$ cat src/rtl/hpm_defs.svh
// Notes on behaviour
// - Lock timing to a present 2.048 MHz reference
// - Line clock 2048 kHz, forced high on LOS
// - Highway rate 4096 or 2048 kbit/s by select
// - At 4096, drive data only in chosen phase
// - Launch receive data on receive clock falling edge
// - Receive offset fields set sync-to-timeslot-0 delay
// - Frame pulse low 488 ns, suppressed on LFA
// - CAS freeze shows CAS async state on pulse pin
// - Mark enabled receive Sa bits in NFAS frames
// - Mark enabled transmit Sa bits in NFAS frames
// - Transmit signaling marker on selected timeslots, phase
// - Receive signaling marker on selected timeslots, phase
// - Sample receive sync on receive clock falling edges
// - Sample transmit sync on transmit clock falling edges
// - Latch transmit data on transmit clock falling edges
// - At 4096, sample transmit data in chosen phase
// - Multiframe begin marks first bit of frame 1
`ifndef HPM_DEFS_SVH
`define HPM_DEFS_SVH

// ==========================================================
// Timing
`define HPM_CLK_MHZ        50
`define HPM_SCLK_KHZ       8192
`define HPM_FRAME_US       125
`define HPM_REF_KHZ        2048
`define HPM_PULSE_NS       488

// ==========================================================
// Register byte addresses
`define HPM_ADDR_CTRL      8'h00
`define HPM_ADDR_RX_OFS    8'h04
`define HPM_ADDR_TX_OFS    8'h08
`define HPM_ADDR_RX_TSSEL  8'h0C
`define HPM_ADDR_TX_TSSEL  8'h10
`define HPM_ADDR_STATUS    8'h14

// ==========================================================
// Field positions and reset values
`define HPM_CTRL_RATE      0
`define HPM_CTRL_PHASE     1
`define HPM_CTRL_ELOS      2
`define HPM_CTRL_CFRZ      3
`define HPM_CTRL_SAE_LSB   4
`define HPM_CTRL_SAE_MSB   8
`define HPM_OFS_TS_LSB     0
`define HPM_OFS_TS_MSB     5
`define HPM_OFS_CS_LSB     6
`define HPM_OFS_CS_MSB     8
`define HPM_OFS_FINE       9
`define HPM_SA_FIRST_BIT   3'h3
`define HPM_CTRL_RST       9'h000
`define HPM_OFS_RST        10'h000
`define HPM_TSSEL_RST      32'h0000_0000

`endif

$ cat src/rtl/hpm_pkg.sv
`include "hpm_defs.svh"

package hpm_pkg;
  typedef logic [9:0] hpm_pos_t;
  typedef logic [7:0] hpm_byte_t;
  typedef logic [9:0] hpm_ofs_t;
  typedef enum logic {
    HPM_RATE_2048,
    HPM_RATE_4096
  } hpm_rate_e;
endpackage

$ cat src/rtl/hpm_frame_mem.sv
`timescale 1ns/100ps
`default_nettype none

module hpm_frame_mem
  import hpm_pkg::*;
(
  input  wire logic       clk,
  input  wire logic       rst_n,
  input  wire logic       wr_en,
  input  wire logic [4:0] wr_addr,
  input  wire hpm_byte_t  wr_data,
  input  wire logic [4:0] rd_addr,
  output hpm_byte_t       rd_data
);

  // ========================================================
  // Storage, one byte per timeslot
  hpm_byte_t mem [32];

  always_ff @(posedge clk) begin
    if (wr_en) begin
      mem[wr_addr] <= wr_data;
    end
  end

  always_ff @(posedge clk or negedge rst_n) begin
    if (!rst_n) begin
      rd_data <= 8'h00;
    end else begin
      rd_data <= mem[rd_addr];
    end
  end

endmodule

`default_nettype wire

$ cat src/rtl/hpm_highway_port.sv
// Register access over APB and the placing of the registers were left to the implementer.
`timescale 1ns/100ps
`default_nettype none
`include "hpm_defs.svh"

module hpm_highway_port
  import hpm_pkg::*;
(
  input  wire logic        ref_clk,
  input  wire logic        rst_n,
  input  wire logic        psel,
  input  wire logic        penable,
  input  wire logic        pwrite,
  input  wire logic [7:0]  paddr,
  input  wire logic [31:0] pwdata,
  output logic      [31:0] prdata,
  output logic             pready,
  output logic             pslverr,
  input  wire logic        sync_ref_clock,
  input  wire logic        rx_system_clock,
  input  wire logic        tx_system_clock,
  input  wire logic        rx_sync_pulse_n,
  input  wire logic        tx_sync_pulse_n,
  input  wire logic        tx_highway_data,
  input  wire logic        line_wr_en,
  input  wire logic [4:0]  line_wr_addr,
  input  wire hpm_byte_t   line_wr_data,
  input  wire logic        loss_of_signal_flag,
  input  wire logic        loss_of_frame_align_flag,
  input  wire logic        cas_controller_async,
  input  wire logic        rx_fas_frame,
  input  wire logic        rx_mf_first_frame,
  output logic             recovered_line_clock,
  output logic             rx_highway_data,
  output logic             rx_highway_data_oe,
  output logic             rx_frame_pulse_n,
  output logic             rx_multiframe_begin,
  output logic             rx_signaling_marker,
  output logic             rx_spare_bit_marker,
  output logic             tx_signaling_marker,
  output logic             tx_spare_bit_marker,
  output logic             tx_byte_valid,
  output hpm_byte_t        tx_byte,
  output logic [4:0]       tx_byte_slot
);

  // ========================================================
  // Derived counts
  localparam int SCLK_PER_FRAME =
    `HPM_SCLK_KHZ * `HPM_FRAME_US / 1000;
  localparam int PULSE_SCLK =
    (`HPM_PULSE_NS * `HPM_SCLK_KHZ + 999_999) / 1_000_000;
  // Two reference periods without an edge means no reference
  localparam int REF_TMO_CYC =
    2 * 1_000_000 * `HPM_CLK_MHZ / (`HPM_REF_KHZ * 1000);
  localparam hpm_pos_t POS_LAST = 10'(SCLK_PER_FRAME - 1);
  localparam hpm_pos_t PULSE_END = 10'(PULSE_SCLK);
  localparam logic [7:0] REF_TMO = 8'(REF_TMO_CYC);

  // ========================================================
  // Registers
  logic [8:0]  ctrl_ff;
  hpm_ofs_t    rx_ofs_ff;
  hpm_ofs_t    tx_ofs_ff;
  logic [31:0] rx_tssel_ff;
  logic [31:0] tx_tssel_ff;
  logic        rx_synced_ff;
  logic        tx_synced_ff;
  logic        ref_present_ff;

  hpm_rate_e   rate;
  logic        phase_sel;
  logic        elos;
  logic        cfrz;
  logic [4:0]  sa_en;

  assign rate      = hpm_rate_e'(ctrl_ff[`HPM_CTRL_RATE]);
  assign phase_sel = ctrl_ff[`HPM_CTRL_PHASE];
  assign elos      = ctrl_ff[`HPM_CTRL_ELOS];
  assign cfrz      = ctrl_ff[`HPM_CTRL_CFRZ];
  assign sa_en     = ctrl_ff[`HPM_CTRL_SAE_MSB:`HPM_CTRL_SAE_LSB];

  // ========================================================
  // APB slave, zero wait states, registered answer
  logic        apb_setup;
  logic        apb_wr;
  logic        addr_ok;
  logic [31:0] nxt_rdata;
  logic [31:0] status_word;

  assign apb_setup = psel && !penable;
  assign apb_wr    = psel && penable && pready && pwrite;
  assign status_word = {26'h000_0000, tx_synced_ff, rx_synced_ff,
                        ref_present_ff, cas_controller_async,
                        loss_of_frame_align_flag, loss_of_signal_flag};

  always_comb begin
    addr_ok   = 1'b1;
    nxt_rdata = 32'h0000_0000;
    unique case (paddr)
      `HPM_ADDR_CTRL:     nxt_rdata = {23'h00_0000, ctrl_ff};
      `HPM_ADDR_RX_OFS:   nxt_rdata = {22'h00_0000, rx_ofs_ff};
      `HPM_ADDR_TX_OFS:   nxt_rdata = {22'h00_0000, tx_ofs_ff};
      `HPM_ADDR_RX_TSSEL: nxt_rdata = rx_tssel_ff;
      `HPM_ADDR_TX_TSSEL: nxt_rdata = tx_tssel_ff;
      `HPM_ADDR_STATUS:   nxt_rdata = status_word;
      default:            addr_ok = 1'b0;
    endcase
  end

  always_ff @(posedge ref_clk or negedge rst_n) begin
    if (!rst_n) begin
      pready  <= 1'b0;
      prdata  <= 32'h0000_0000;
      pslverr <= 1'b0;
    end else begin
      pready <= apb_setup;
      if (apb_setup) begin
        prdata  <= pwrite ? 32'h0000_0000 : nxt_rdata;
        pslverr <= !addr_ok;
      end
    end
  end

  always_ff @(posedge ref_clk or negedge rst_n) begin
    if (!rst_n) begin
      ctrl_ff     <= `HPM_CTRL_RST;
      rx_ofs_ff   <= `HPM_OFS_RST;
      tx_ofs_ff   <= `HPM_OFS_RST;
      rx_tssel_ff <= `HPM_TSSEL_RST;
      tx_tssel_ff <= `HPM_TSSEL_RST;
    end else if (apb_wr) begin
      unique case (paddr)
        `HPM_ADDR_CTRL:     ctrl_ff     <= pwdata[8:0];
        `HPM_ADDR_RX_OFS:   rx_ofs_ff   <= pwdata[9:0];
        `HPM_ADDR_TX_OFS:   tx_ofs_ff   <= pwdata[9:0];
        `HPM_ADDR_RX_TSSEL: rx_tssel_ff <= pwdata;
        `HPM_ADDR_TX_TSSEL: tx_tssel_ff <= pwdata;
        default: ;
      endcase
    end
  end

  // ========================================================
  // Pin synchronisers; stage 1 feeds only stage 2
  logic [5:0] pin_s1_ff;
  logic [5:0] pin_s2_ff;
  logic [2:0] pin_s3_ff;
  logic       rx_fall_ev;
  logic       tx_fall_ev;
  logic       ref_rise_ev;

  always_ff @(posedge ref_clk or negedge rst_n) begin
    if (!rst_n) begin
      // Idle pin levels, so no false reference edge follows reset
      pin_s1_ff <= 6'h38;
      pin_s2_ff <= 6'h38;
      pin_s3_ff <= 3'h0;
    end else begin
      pin_s1_ff <= {tx_sync_pulse_n, rx_sync_pulse_n, tx_highway_data,
                    sync_ref_clock, tx_system_clock, rx_system_clock};
      pin_s2_ff <= pin_s1_ff;
      pin_s3_ff <= pin_s2_ff[2:0];
    end
  end

  assign rx_fall_ev  = pin_s3_ff[0] && !pin_s2_ff[0];
  assign tx_fall_ev  = pin_s3_ff[1] && !pin_s2_ff[1];
  assign ref_rise_ev = !pin_s3_ff[2] && pin_s2_ff[2];

  // ========================================================
  // Reference clock presence
  logic [7:0] ref_cnt_ff;

  always_ff @(posedge ref_clk or negedge rst_n) begin
    if (!rst_n) begin
      ref_cnt_ff     <= REF_TMO;
      ref_present_ff <= 1'b0;
    end else begin
      if (ref_rise_ev) begin
        ref_cnt_ff <= 8'h00;
      end else if (ref_cnt_ff != REF_TMO) begin
        ref_cnt_ff <= ref_cnt_ff + 8'h01;
      end
      ref_present_ff <= ref_cnt_ff != REF_TMO;
    end
  end

  // ========================================================
  // Frame position counters, one count per system clock
  function automatic hpm_pos_t ofs_load(input hpm_ofs_t ofs);
    logic [10:0] dly;
    dly = {ofs[`HPM_OFS_TS_MSB:`HPM_OFS_TS_LSB], 5'h00}
        + {6'h00, ofs[`HPM_OFS_CS_MSB:`HPM_OFS_CS_LSB], 2'h0}
        + {9'h000, ofs[`HPM_OFS_FINE], 1'b0};
    return 10'(11'h000 - dly);
  endfunction

  hpm_pos_t rx_pos_ff;
  hpm_pos_t tx_pos_ff;
  logic     rx_syncprev_ff;
  logic     tx_syncprev_ff;
  logic     rx_sync_start;
  logic     tx_sync_start;
  hpm_pos_t rx_load;
  hpm_pos_t tx_load;

  assign rx_sync_start = rx_syncprev_ff && !pin_s2_ff[4];
  assign tx_sync_start = tx_syncprev_ff && !pin_s2_ff[5];
  assign rx_load = ofs_load(rx_ofs_ff);
  assign tx_load = ofs_load(tx_ofs_ff);

  always_ff @(posedge ref_clk or negedge rst_n) begin
    if (!rst_n) begin
      rx_pos_ff      <= 10'h000;
      rx_syncprev_ff <= 1'b1;
      rx_synced_ff   <= 1'b0;
    end else if (rx_fall_ev) begin
      rx_syncprev_ff <= pin_s2_ff[4];
      if (rx_sync_start) begin
        rx_pos_ff    <= rx_load;
        rx_synced_ff <= 1'b1;
      end else begin
        rx_pos_ff <= (rx_pos_ff == POS_LAST) ? 10'h000
                   : rx_pos_ff + 10'h001;
      end
    end
  end

  always_ff @(posedge ref_clk or negedge rst_n) begin
    if (!rst_n) begin
      tx_pos_ff      <= 10'h000;
      tx_syncprev_ff <= 1'b1;
      tx_synced_ff   <= 1'b0;
    end else if (tx_fall_ev) begin
      tx_syncprev_ff <= pin_s2_ff[5];
      if (tx_sync_start) begin
        tx_pos_ff    <= tx_load;
        tx_synced_ff <= 1'b1;
      end else begin
        tx_pos_ff <= (tx_pos_ff == POS_LAST) ? 10'h000
                   : tx_pos_ff + 10'h001;
      end
    end
  end

  // ========================================================
  // Receive highway
  hpm_byte_t  rx_slot_byte;
  logic [4:0] rx_ts;
  logic [2:0] rx_bit;
  logic       rx_in_phase;
  logic       rx_sa_bit;

  assign rx_ts  = rx_pos_ff[9:5];
  assign rx_bit = rx_pos_ff[4:2];
  // Each 2048 bit cell is four clocks; 4096 phases are its halves
  assign rx_in_phase = (rate == HPM_RATE_2048)
                    || (rx_pos_ff[1] == phase_sel);
  assign rx_sa_bit = (rx_ts == 5'h00) && (rx_bit >= `HPM_SA_FIRST_BIT)
                  && sa_en[3'(rx_bit - `HPM_SA_FIRST_BIT)];

  hpm_frame_mem u_rx_mem (
    .clk     (ref_clk),
    .rst_n   (rst_n),
    .wr_en   (line_wr_en),
    .wr_addr (line_wr_addr),
    .wr_data (line_wr_data),
    .rd_addr (rx_ts),
    .rd_data (rx_slot_byte)
  );

  always_ff @(posedge ref_clk or negedge rst_n) begin
    if (!rst_n) begin
      rx_highway_data     <= 1'b1;
      rx_highway_data_oe  <= 1'b0;
      rx_signaling_marker <= 1'b0;
      rx_spare_bit_marker <= 1'b0;
      rx_multiframe_begin <= 1'b0;
      rx_frame_pulse_n    <= 1'b1;
    end else if (rx_fall_ev) begin
      rx_highway_data     <= rx_slot_byte[3'h7 - rx_bit];
      rx_highway_data_oe  <= rx_synced_ff && rx_in_phase;
      rx_signaling_marker <= rx_tssel_ff[rx_ts] && rx_in_phase;
      rx_spare_bit_marker <= rx_sa_bit && !rx_fas_frame;
      // Same four clocks at either rate: one 2048 bit, two 4096 bits
      rx_multiframe_begin <= rx_mf_first_frame
                          && (rx_pos_ff[9:2] == 8'h00);
      if (cfrz) begin
        rx_frame_pulse_n <= cas_controller_async;
      end else begin
        rx_frame_pulse_n <= loss_of_frame_align_flag
                         || (rx_pos_ff >= PULSE_END);
      end
    end
  end

  // ========================================================
  // Recovered line clock
  // Without a reference the clock follows the receive bit grid
  always_ff @(posedge ref_clk or negedge rst_n) begin
    if (!rst_n) begin
      recovered_line_clock <= 1'b1;
    end else if (elos && loss_of_signal_flag) begin
      recovered_line_clock <= 1'b1;
    end else if (ref_present_ff) begin
      recovered_line_clock <= pin_s2_ff[2];
    end else begin
      recovered_line_clock <= !rx_pos_ff[1];
    end
  end

  // ========================================================
  // Transmit highway
  logic [4:0] tx_ts;
  logic [2:0] tx_bit;
  logic [1:0] tx_sample_idx;
  logic       tx_sample_ev;
  logic       tx_in_phase;
  logic       tx_nfas_ff;
  logic [6:0] tx_shift_ff;
  logic       tx_sa_bit;

  assign tx_ts  = tx_pos_ff[9:5];
  assign tx_bit = tx_pos_ff[4:2];
  // Sample in the middle of the cell to stay clear of the launch edge
  assign tx_sample_idx = (rate == HPM_RATE_2048) ? 2'h2
                       : (phase_sel ? 2'h3 : 2'h1);
  assign tx_sample_ev = tx_fall_ev && tx_synced_ff
                     && (tx_pos_ff[1:0] == tx_sample_idx);
  assign tx_in_phase = (rate == HPM_RATE_2048)
                    || (tx_pos_ff[1] == phase_sel);
  assign tx_sa_bit = (tx_ts == 5'h00) && (tx_bit >= `HPM_SA_FIRST_BIT)
                  && sa_en[3'(tx_bit - `HPM_SA_FIRST_BIT)];

  always_ff @(posedge ref_clk or negedge rst_n) begin
    if (!rst_n) begin
      tx_nfas_ff <= 1'b0;
    // A sync that lands on the running grid keeps the frame parity
    end else if (tx_fall_ev && tx_sync_start
                 && tx_pos_ff + 10'h001 != tx_load) begin
      tx_nfas_ff <= 1'b0;
    end else if (tx_fall_ev && tx_pos_ff == POS_LAST) begin
      tx_nfas_ff <= !tx_nfas_ff;
    end
  end

  always_ff @(posedge ref_clk or negedge rst_n) begin
    if (!rst_n) begin
      tx_signaling_marker <= 1'b0;
      tx_spare_bit_marker <= 1'b0;
    end else if (tx_fall_ev) begin
      tx_signaling_marker <= tx_tssel_ff[tx_ts] && tx_in_phase;
      tx_spare_bit_marker <= tx_sa_bit && tx_nfas_ff;
    end
  end

  always_ff @(posedge ref_clk or negedge rst_n) begin
    if (!rst_n) begin
      tx_shift_ff   <= 7'h00;
      tx_byte_valid <= 1'b0;
      tx_byte       <= 8'h00;
      tx_byte_slot  <= 5'h00;
    end else begin
      tx_byte_valid <= 1'b0;
      if (tx_sample_ev) begin
        tx_shift_ff <= {tx_shift_ff[5:0], pin_s2_ff[3]};
        if (tx_bit == 3'h7) begin
          tx_byte_valid <= 1'b1;
          tx_byte       <= {tx_shift_ff, pin_s2_ff[3]};
          tx_byte_slot  <= tx_ts;
        end
      end
    end
  end
endmodule

`default_nettype wire

$ cat config.mk
export PLATFORM = sky130hd
export DESIGN_NAME = hpm_highway_port
export DESIGN_NICKNAME = d
export VERILOG_FILES = /design/src/rtl/hpm_pkg.sv /design/src/rtl/hpm_frame_mem.sv /design/src/rtl/hpm_highway_port.sv
export VERILOG_INCLUDE_DIRS = /design/src /design/src/rtl
export SDC_FILE = /design/constraint.sdc
export NUM_CORES = 1
export LEC_CHECK = 0
export BUFFER_PORTS_ARGS = -buffer_cell sky130_fd_sc_hd__buf_2
export CELL_PAD_IN_SITES_DETAIL_PLACEMENT = 0
export CELL_PAD_IN_SITES_GLOBAL_PLACEMENT = 1
export CORE_MARGIN = 2
export CORE_UTILIZATION = 52
export DETAILED_ROUTE_END_ITERATION = 16
export PLACE_DENSITY = 0.78
export SKIP_LAST_GASP = 1
export SLEW_MARGIN = 20
export SYNTH_ARGS = -nofsm -noshare
export SYNTH_HDL_FRONTEND = slang
export SYNTH_HIERARCHICAL = 1
export SYNTH_SLANG_ARGS = --single-unit
$ cat constraint.sdc
create_clock -name ref_clk -period 3.05 [get_ports ref_clk]
set_clock_uncertainty 0.05 [all_clocks]
set_input_delay 0.305 -clock ref_clk [delete_from_list [all_inputs] [get_ports ref_clk]]
set_output_delay 0.305 -clock ref_clk [all_outputs]
set_load 0.05 [all_outputs]
# Yosys cells after proc, flatten, opt, wreduce, memory -nomap -nowiden
# Memory sizes are Yosys's and may differ from the RTL's. A register that Yosys moved wholly into a read port is not among the register bits.
# Cells that the tools add are included.
[op_classes] n_bitwise=1 n_lt_le_gt_ge=8 n_mux=30 eq_ne=13 add_sub_neg=12 reduce_logical=54
[op_table] cell="32-bit case mux with 6 select lines" count=1
[op_table] cell="10-bit 2-to-1 mux" count=4
[op_table] cell="32-bit 2-to-1 mux" count=1
[op_table] cell="1-bit logical AND" count=25
[op_table] cell="10-bit by 1-bit adder with 10-bit output (second input constant)" count=2
[op_table] cell="10-bit by 2-bit adder with 10-bit output" count=2
[op_table] cell="10-bit by 5-bit adder with 10-bit output" count=2
[op_table] cell="10-bit equality test (second input constant)" count=2
[op_table] cell="1-bit by 10-bit subtractor with 10-bit output (first input constant)" count=2
[op_table] cell="8-bit by 4-bit equality test with 1-bit output (second input constant)" count=2
[op_table] cell="8-bit by 5-bit equality test with 1-bit output (second input constant)" count=2
[op_table] cell="8-bit zero test" count=2
[op_table] cell="8-bit 2-to-1 mux" count=2
[op_table] cell="2-bit AND reduction" count=8
[op_table] cell="1-bit 2-to-1 mux" count=15
[op_table] cell="3-bit by 4-bit less-than comparator with 1-bit output (second input constant)" count=3
[op_table] cell="5-bit by 6-bit less-than comparator with 1-bit output (second input constant)" count=2
[op_table] cell="1-bit zero test" count=11
[op_table] cell="1-bit binary-select mux with 5-bit select" count=2
[op_table] cell="10-bit by 3-bit >= comparator with 1-bit output (second input constant)" count=1
[op_table] cell="5-bit zero test" count=2
[op_table] cell="10-bit inequality test" count=1
[op_table] cell="1-bit binary-select mux with 3-bit select" count=3
[op_table] cell="8-bit by 1-bit adder with 8-bit output (second input constant)" count=1
[op_table] cell="13 further kinds" count=20
[word_totals] inputBits=70 register_bits=206 memories=1 output_inout_bits=57 elab_cells=152 ram_bits=256
[memory_table] memory="u_rx_mem.mem" depth=32 word_bits=8 rd=1 rd_ports_with_merged_regs=1 write_ports=1 line="hpm_frame_mem.sv:18" rtl="hpm_byte_t mem [32];"

# Longest topological paths before layout
[depth] word_depth=6 depth_mapped=10 depth_no_buf=9

# Modules after synthesis
# Netlist, hierarchy kept.
[by_module_without_submodules] mod="hpm_highway_port" area_each_um2=10493.8 instances=1 cells_per_inst=919 seq_area_each_um2=5171.2
[by_module_without_submodules] mod="hpm_frame_mem" area_each_um2=10093.4 instances=1 cells_per_inst=417 seq_area_each_um2=7887.6

# Worst setup path after synthesis
# OpenSTA, ideal clock, no wires.
[synth_timing] kind="register -> register" from="register tx_ofs_ff[0]" to="register tx_nfas_ff" n_path_buf=1 path_slack_ps=756 t_arrival_ps=2167 synth_period_minus_slack_ps=2294 required_time_ps=2923 stages_incl_launch_ff=11 setup_time_ps=77 cell_sequence="dfrtp_1 -> inv_1 -> ha_1 -> buf_2 -> a21oi_2 -> a21boi_1 -> nor3_4 -> xnor3_1 -> or3_1 -> a31o_1 -> a21oi_1"
[synth_between] elab_chain_cells=6 word_cells_on_any_way=7 cone_classes="add/sub: 3; eq/ne: 1; mux: 1; reduce/logical: 2"
[synth_lines] element="start: declaration" line="hpm_highway_port.sv:64" rtl="hpm_ofs_t tx_ofs_ff;"
[synth_lines] element="start signal: assignment" line="hpm_highway_port.sv:129" rtl="tx_ofs_ff <= `HPM_OFS_RST;"
[synth_lines] element="start signal: assignment" line="hpm_highway_port.sv:136" rtl="`HPM_ADDR_TX_OFS: tx_ofs_ff <= pwdata[9:0];"
[synth_lines] element="10-bit by 5-bit adder with 10-bit output *" line="hpm_highway_port.sv:193" rtl="dly = {ofs[`HPM_OFS_TS_MSB:`HPM_OFS_TS_LSB], 5'h00}"
[synth_lines] element="10-bit by 2-bit adder with 10-bit output *" line="hpm_highway_port.sv:193"
[synth_lines] element="1-bit by 10-bit subtractor with 10-bit output *" line="hpm_highway_port.sv:196" rtl="return 10'(11'h000 - dly);"
[synth_lines] element="10-bit inequality test *" line="hpm_highway_port.sv:341" rtl="&& tx_pos_ff + 10'h001 != tx_load) begin"
[synth_lines] element="1-bit logical AND *" line="hpm_highway_port.sv:341"
[synth_lines] element="1-bit 2-to-1 mux / 2-bit nonzero test (equally long branches)"
[synth_lines] element="end signal: assignment" line="hpm_highway_port.sv:344" rtl="tx_nfas_ff <= !tx_nfas_ff;"
[synth_lines] element="end: declaration" line="hpm_highway_port.sv:320" rtl="logic tx_nfas_ff;"
# Mark *: on every way between the ends. The rest lies on a longest branch, timed or not.
# A chain may end at the register's enable or synchronous reset.

==> summary.md <==
| Metric | Value |
|---|---|
| Final Critical Period | 2598 ps |
| Pre-CTS setup slack | 422.5 ps |
| Critical Path Source Type | register |
| P_int | 0.01085 W |
| FF+latch count, synth | 470 |
| Die width | 203.0 microns |
| Critical path buffers and inverters | 1 |
| All-Layer GR Usage | 24.62% |
| Commonest non-fill, non-tap cell in the layout | edfxtp_1 |
| Final setup TNS | 0 ps |
| Setup Buffers After CTS | 0 |
| Share of layout cells above drive strength 1 | 32.15% |
| CTS Root Buffer Type | clkbuf_16 |
| Register share of total power | 50.3% |
| Post-synthesis sequential area ratio | 63.43% |
| Final Wtd Congestion | 0.8446 |
| Slew @ Worst Pin | 916.9 ps |
| Final Hold Fails | 0 |
| Antenna violations before repair | 0 |
| Starting DRT DRC Count | 975 |
| Worst path required time | 3470 ps |
| Core area | 0.03883 sq mm |
| Syn Std Cell Area | 0.02059 sq mm |
| I/O pin cnt | 127 |
| Fmax | 0.3849 GHz |
| Final Cycle Share | 85.19% |
| Setup Viol. Count Final | 0 |
| Leakage Power | 9.368 nW |
| Max cap viols | 0 |
| Post-DP HPWL | 32140 microns |
| Largest net degree at the start of global routing | 78 |
| CTS Buf Count | 48 |
| Worst setup EP type | register |
| Ant. Diodes | 0 |
| Ys async rst share | 45.53% |
| Die area | 0.04120 sq mm |
| Rows | 72 |
| Cells after DPL | 1964 |
| Post-CTS sizing | 0 |
| HP Class | input pin to register |
| Synth Flop Type | edfxtp_1 |
| Syn_nets | 1436 |
| Clk_lat worst skew | 590 ps |
| Area Growth Syn to Fin | 16.21% |
| CTS Sinks | 470 |
| Via/cell ratio | 5.917 |
| Slowest library cell on the worst path | dfrtp_4 |
| CTS HTree Levels | 2 |
| Post-synth EDFFs | 256 |
| Hold buffer count at cts | 37 |
| Switching power | 0.003464 W |
| Vias in the first global route | 12510 |
| Yosys warns | 6 |
| Clk pwr share | 40.0% |
| Clock slew at reported path FFs | 60 ps |
| Total routed wirelength | 48840 microns |
| Synth cell types | 73 |
| Grt total ovfl | 0 |
| Outcome | complete, no violations |
| Slew HR | 38.65% |
| Critical Path AT | 3020 ps |
| Combinational Power Share | 9.7% |
| Post-route ant nets | 0 |
| CP max stage delay | 700 ps |
| Total number of vias | 12360 |
| PortBufs | 126 |
| Crit Path Max Fanout | 34 |
| DRC violations left | 0 |
| Fin nets | 1633 |
| First-pass GRT wire length | 75950 microns |
| Setup WS post-layout | 451.6 ps |
| Crit Path Class | register to register |
| Cells after synthesis | 1336 |
| Peak supply drop | 0.0005195 V |
| Die height | 203.0 microns |
| Effective utilization at floorplan | 53.02% |
| Crit path cell chain | buf_12 -> mux4_2 -> mux4_2 -> mux2_2 |
| Kind of cell adding the most delay to the critical path | multiplexers |
| Pwr/cell area | 598.3 mW/mm^2 |
| WL/cell | 23.38 microns |
| Slew Limit Fails | 0 |
| Most frequent cells in the layout | 256 x edfxtp_1, 199 x dfrtp_1, 125 x buf_2, 116 x mux2_2, 103 x mux4_2 |
| Most frequent CP cell | mux4_2 |
| CTS max path bufs | 3 |
| Layout filler cell count | 2924 |
| Net Sw Frac | 24.20% |
| First-pass iteration count of the detailed router | 5 |
| Syn avg cell area | 15.41 sq um |
| RSZ-0062 raised after global routing | no |
| CTS tree | done |
| Final Non-Filler Cells | 2089 |
[metrics by stage]
stage | util (%) | power (W) | hold WS [ps] | area (sq um)
final | 61.62 | 0.01431 | 28.62 | 23930
after global routing | 61.62 | 0.01487 | 21.21 | 23930
after CTS | 61.62 | 0.01445 | 4.725 | 23930
after detailed placement | 56.73 | 0.008684 | 289.5 | 22020
after global placement | 56.73 | 0.008644 | 282.3 | 22020
after floorplan | - | 0.008135 | -40.59 | 20590
[worst paths after layout]
path	start	to	slack, ps	cells past startpoint
setup reg to reg	rx_pos_ff[5]	u_rx_mem/rd_data[5]	450	4
hold / removal	paddr[6]	pslverr	30	3
setup / recovery	rx_pos_ff[5]	u_rx_mem/rd_data[5]	450	4
hold reg to reg	pin_s1_ff[2]	pin_s2_ff[2]	300	0
min in group asynchronous	rst_n	prdata[17]	260	2
max in group asynchronous	rst_n	rx_highway_data	1810	3
[metal layers]
metal / routed length, microns / global-route usage [%] / vias to the layer above
met5: 0 / 0 / -
met4: 1192 / 7.873 / 0
met3: 3112 / 3.868 / 68
met2: 24360 / 40.50 / 415
met1: 20180 / 34.07 / 6348
li1: - / - / 5529
[area by class of cell]
cell class                 instances  area (sq um)  area share (%)
clock buffer                      68          1366           5.711
clock inverter                    20         163.9          0.6851
inverter                          38         142.6          0.5962
multi-input combinational        752          7004           29.28
sequential                       470         13060           54.60
tap                              518         648.1           2.709
timing repair buffer             223          1536           6.422
[sequential cells by signal, summed over array words and instances, names as in the netlist, 8 cells and up]
| name | flops |
|---|---|
| ctrl_ff | 9 |
| prdata | 32 |
| ref_cnt_ff | 8 |
| rx_ofs_ff | 10 |
| rx_pos_ff | 10 |
| rx_tssel_ff | 32 |
| tx_byte | 8 |
| tx_ofs_ff | 10 |
| tx_pos_ff | 10 |
| tx_tssel_ff | 32 |
| u_rx_mem/mem | 256 |
| u_rx_mem/rd_data | 8 |
[Yosys cell counts (7+ instances only)]
cell	instances	area [sq um]
xnor2_1	18	157.7
a22oi_1	25	187.7
mux4_2	103	2320
mux2_2	116	1306
inv_1	38	142.6
buf_2	10	50.05
nand3_1	19	95.09
o21ai_1	7	35.03
dfrtp_1	201	5030
xor2_1	10	87.58
a22o_1	14	122.6
buf_1	7	26.28
nor4_1	7	43.79
clkbuf_1	40	150.1
buf_4	14	105.1
a21oi_1	29	145.1
nor2b_1	9	56.30
o21ai_0	64	320.3
nor2_1	66	247.7
nand2b_1	8	50.05
edfxtp_1	256	7687
nand4_1	9	56.30
dfstp_2	13	341.6
nand2_1	93	349.1
ha_1	30	375.4
nor3_1	13	65.06
mux2i_1	11	110.1
[kinds of logic after synthesis]
| kind of cell | Yosys count | synth area share [%] |
|---|---|---|
| flops | 470 | 63.43 |
| simple gates | 263 | 6.193 |
| mux | 231 | 18.20 |
| compound gates | 197 | 6.254 |
| buf+inv | 114 | 2.577 |
| xor+xnor | 31 | 1.519 |
| fa+ha+maj | 30 | 1.823 |
[power by group through the flow]
stage / registers, W / logic, W / clock network, W
2_1_floorplan: 0.00724 / 0.000896 / 0
3_3_place_gp: 0.00732 / 0.00133 / 0
3_5_place_dp: 0.00733 / 0.00136 / 0
4_1_cts: 0.00720 / 0.00140 / 0.00584
5_1_grt: 0.00724 / 0.00152 / 0.00611
6_report: 0.00721 / 0.00139 / 0.00572
[worst reg2reg max path, delay by kind of cell (launching register included)]
family,cells,cell delay (ps)
muxes,3,1400
DFF,1,700
buffers and inverters,1,340
(Power assumes the default switching activity.)
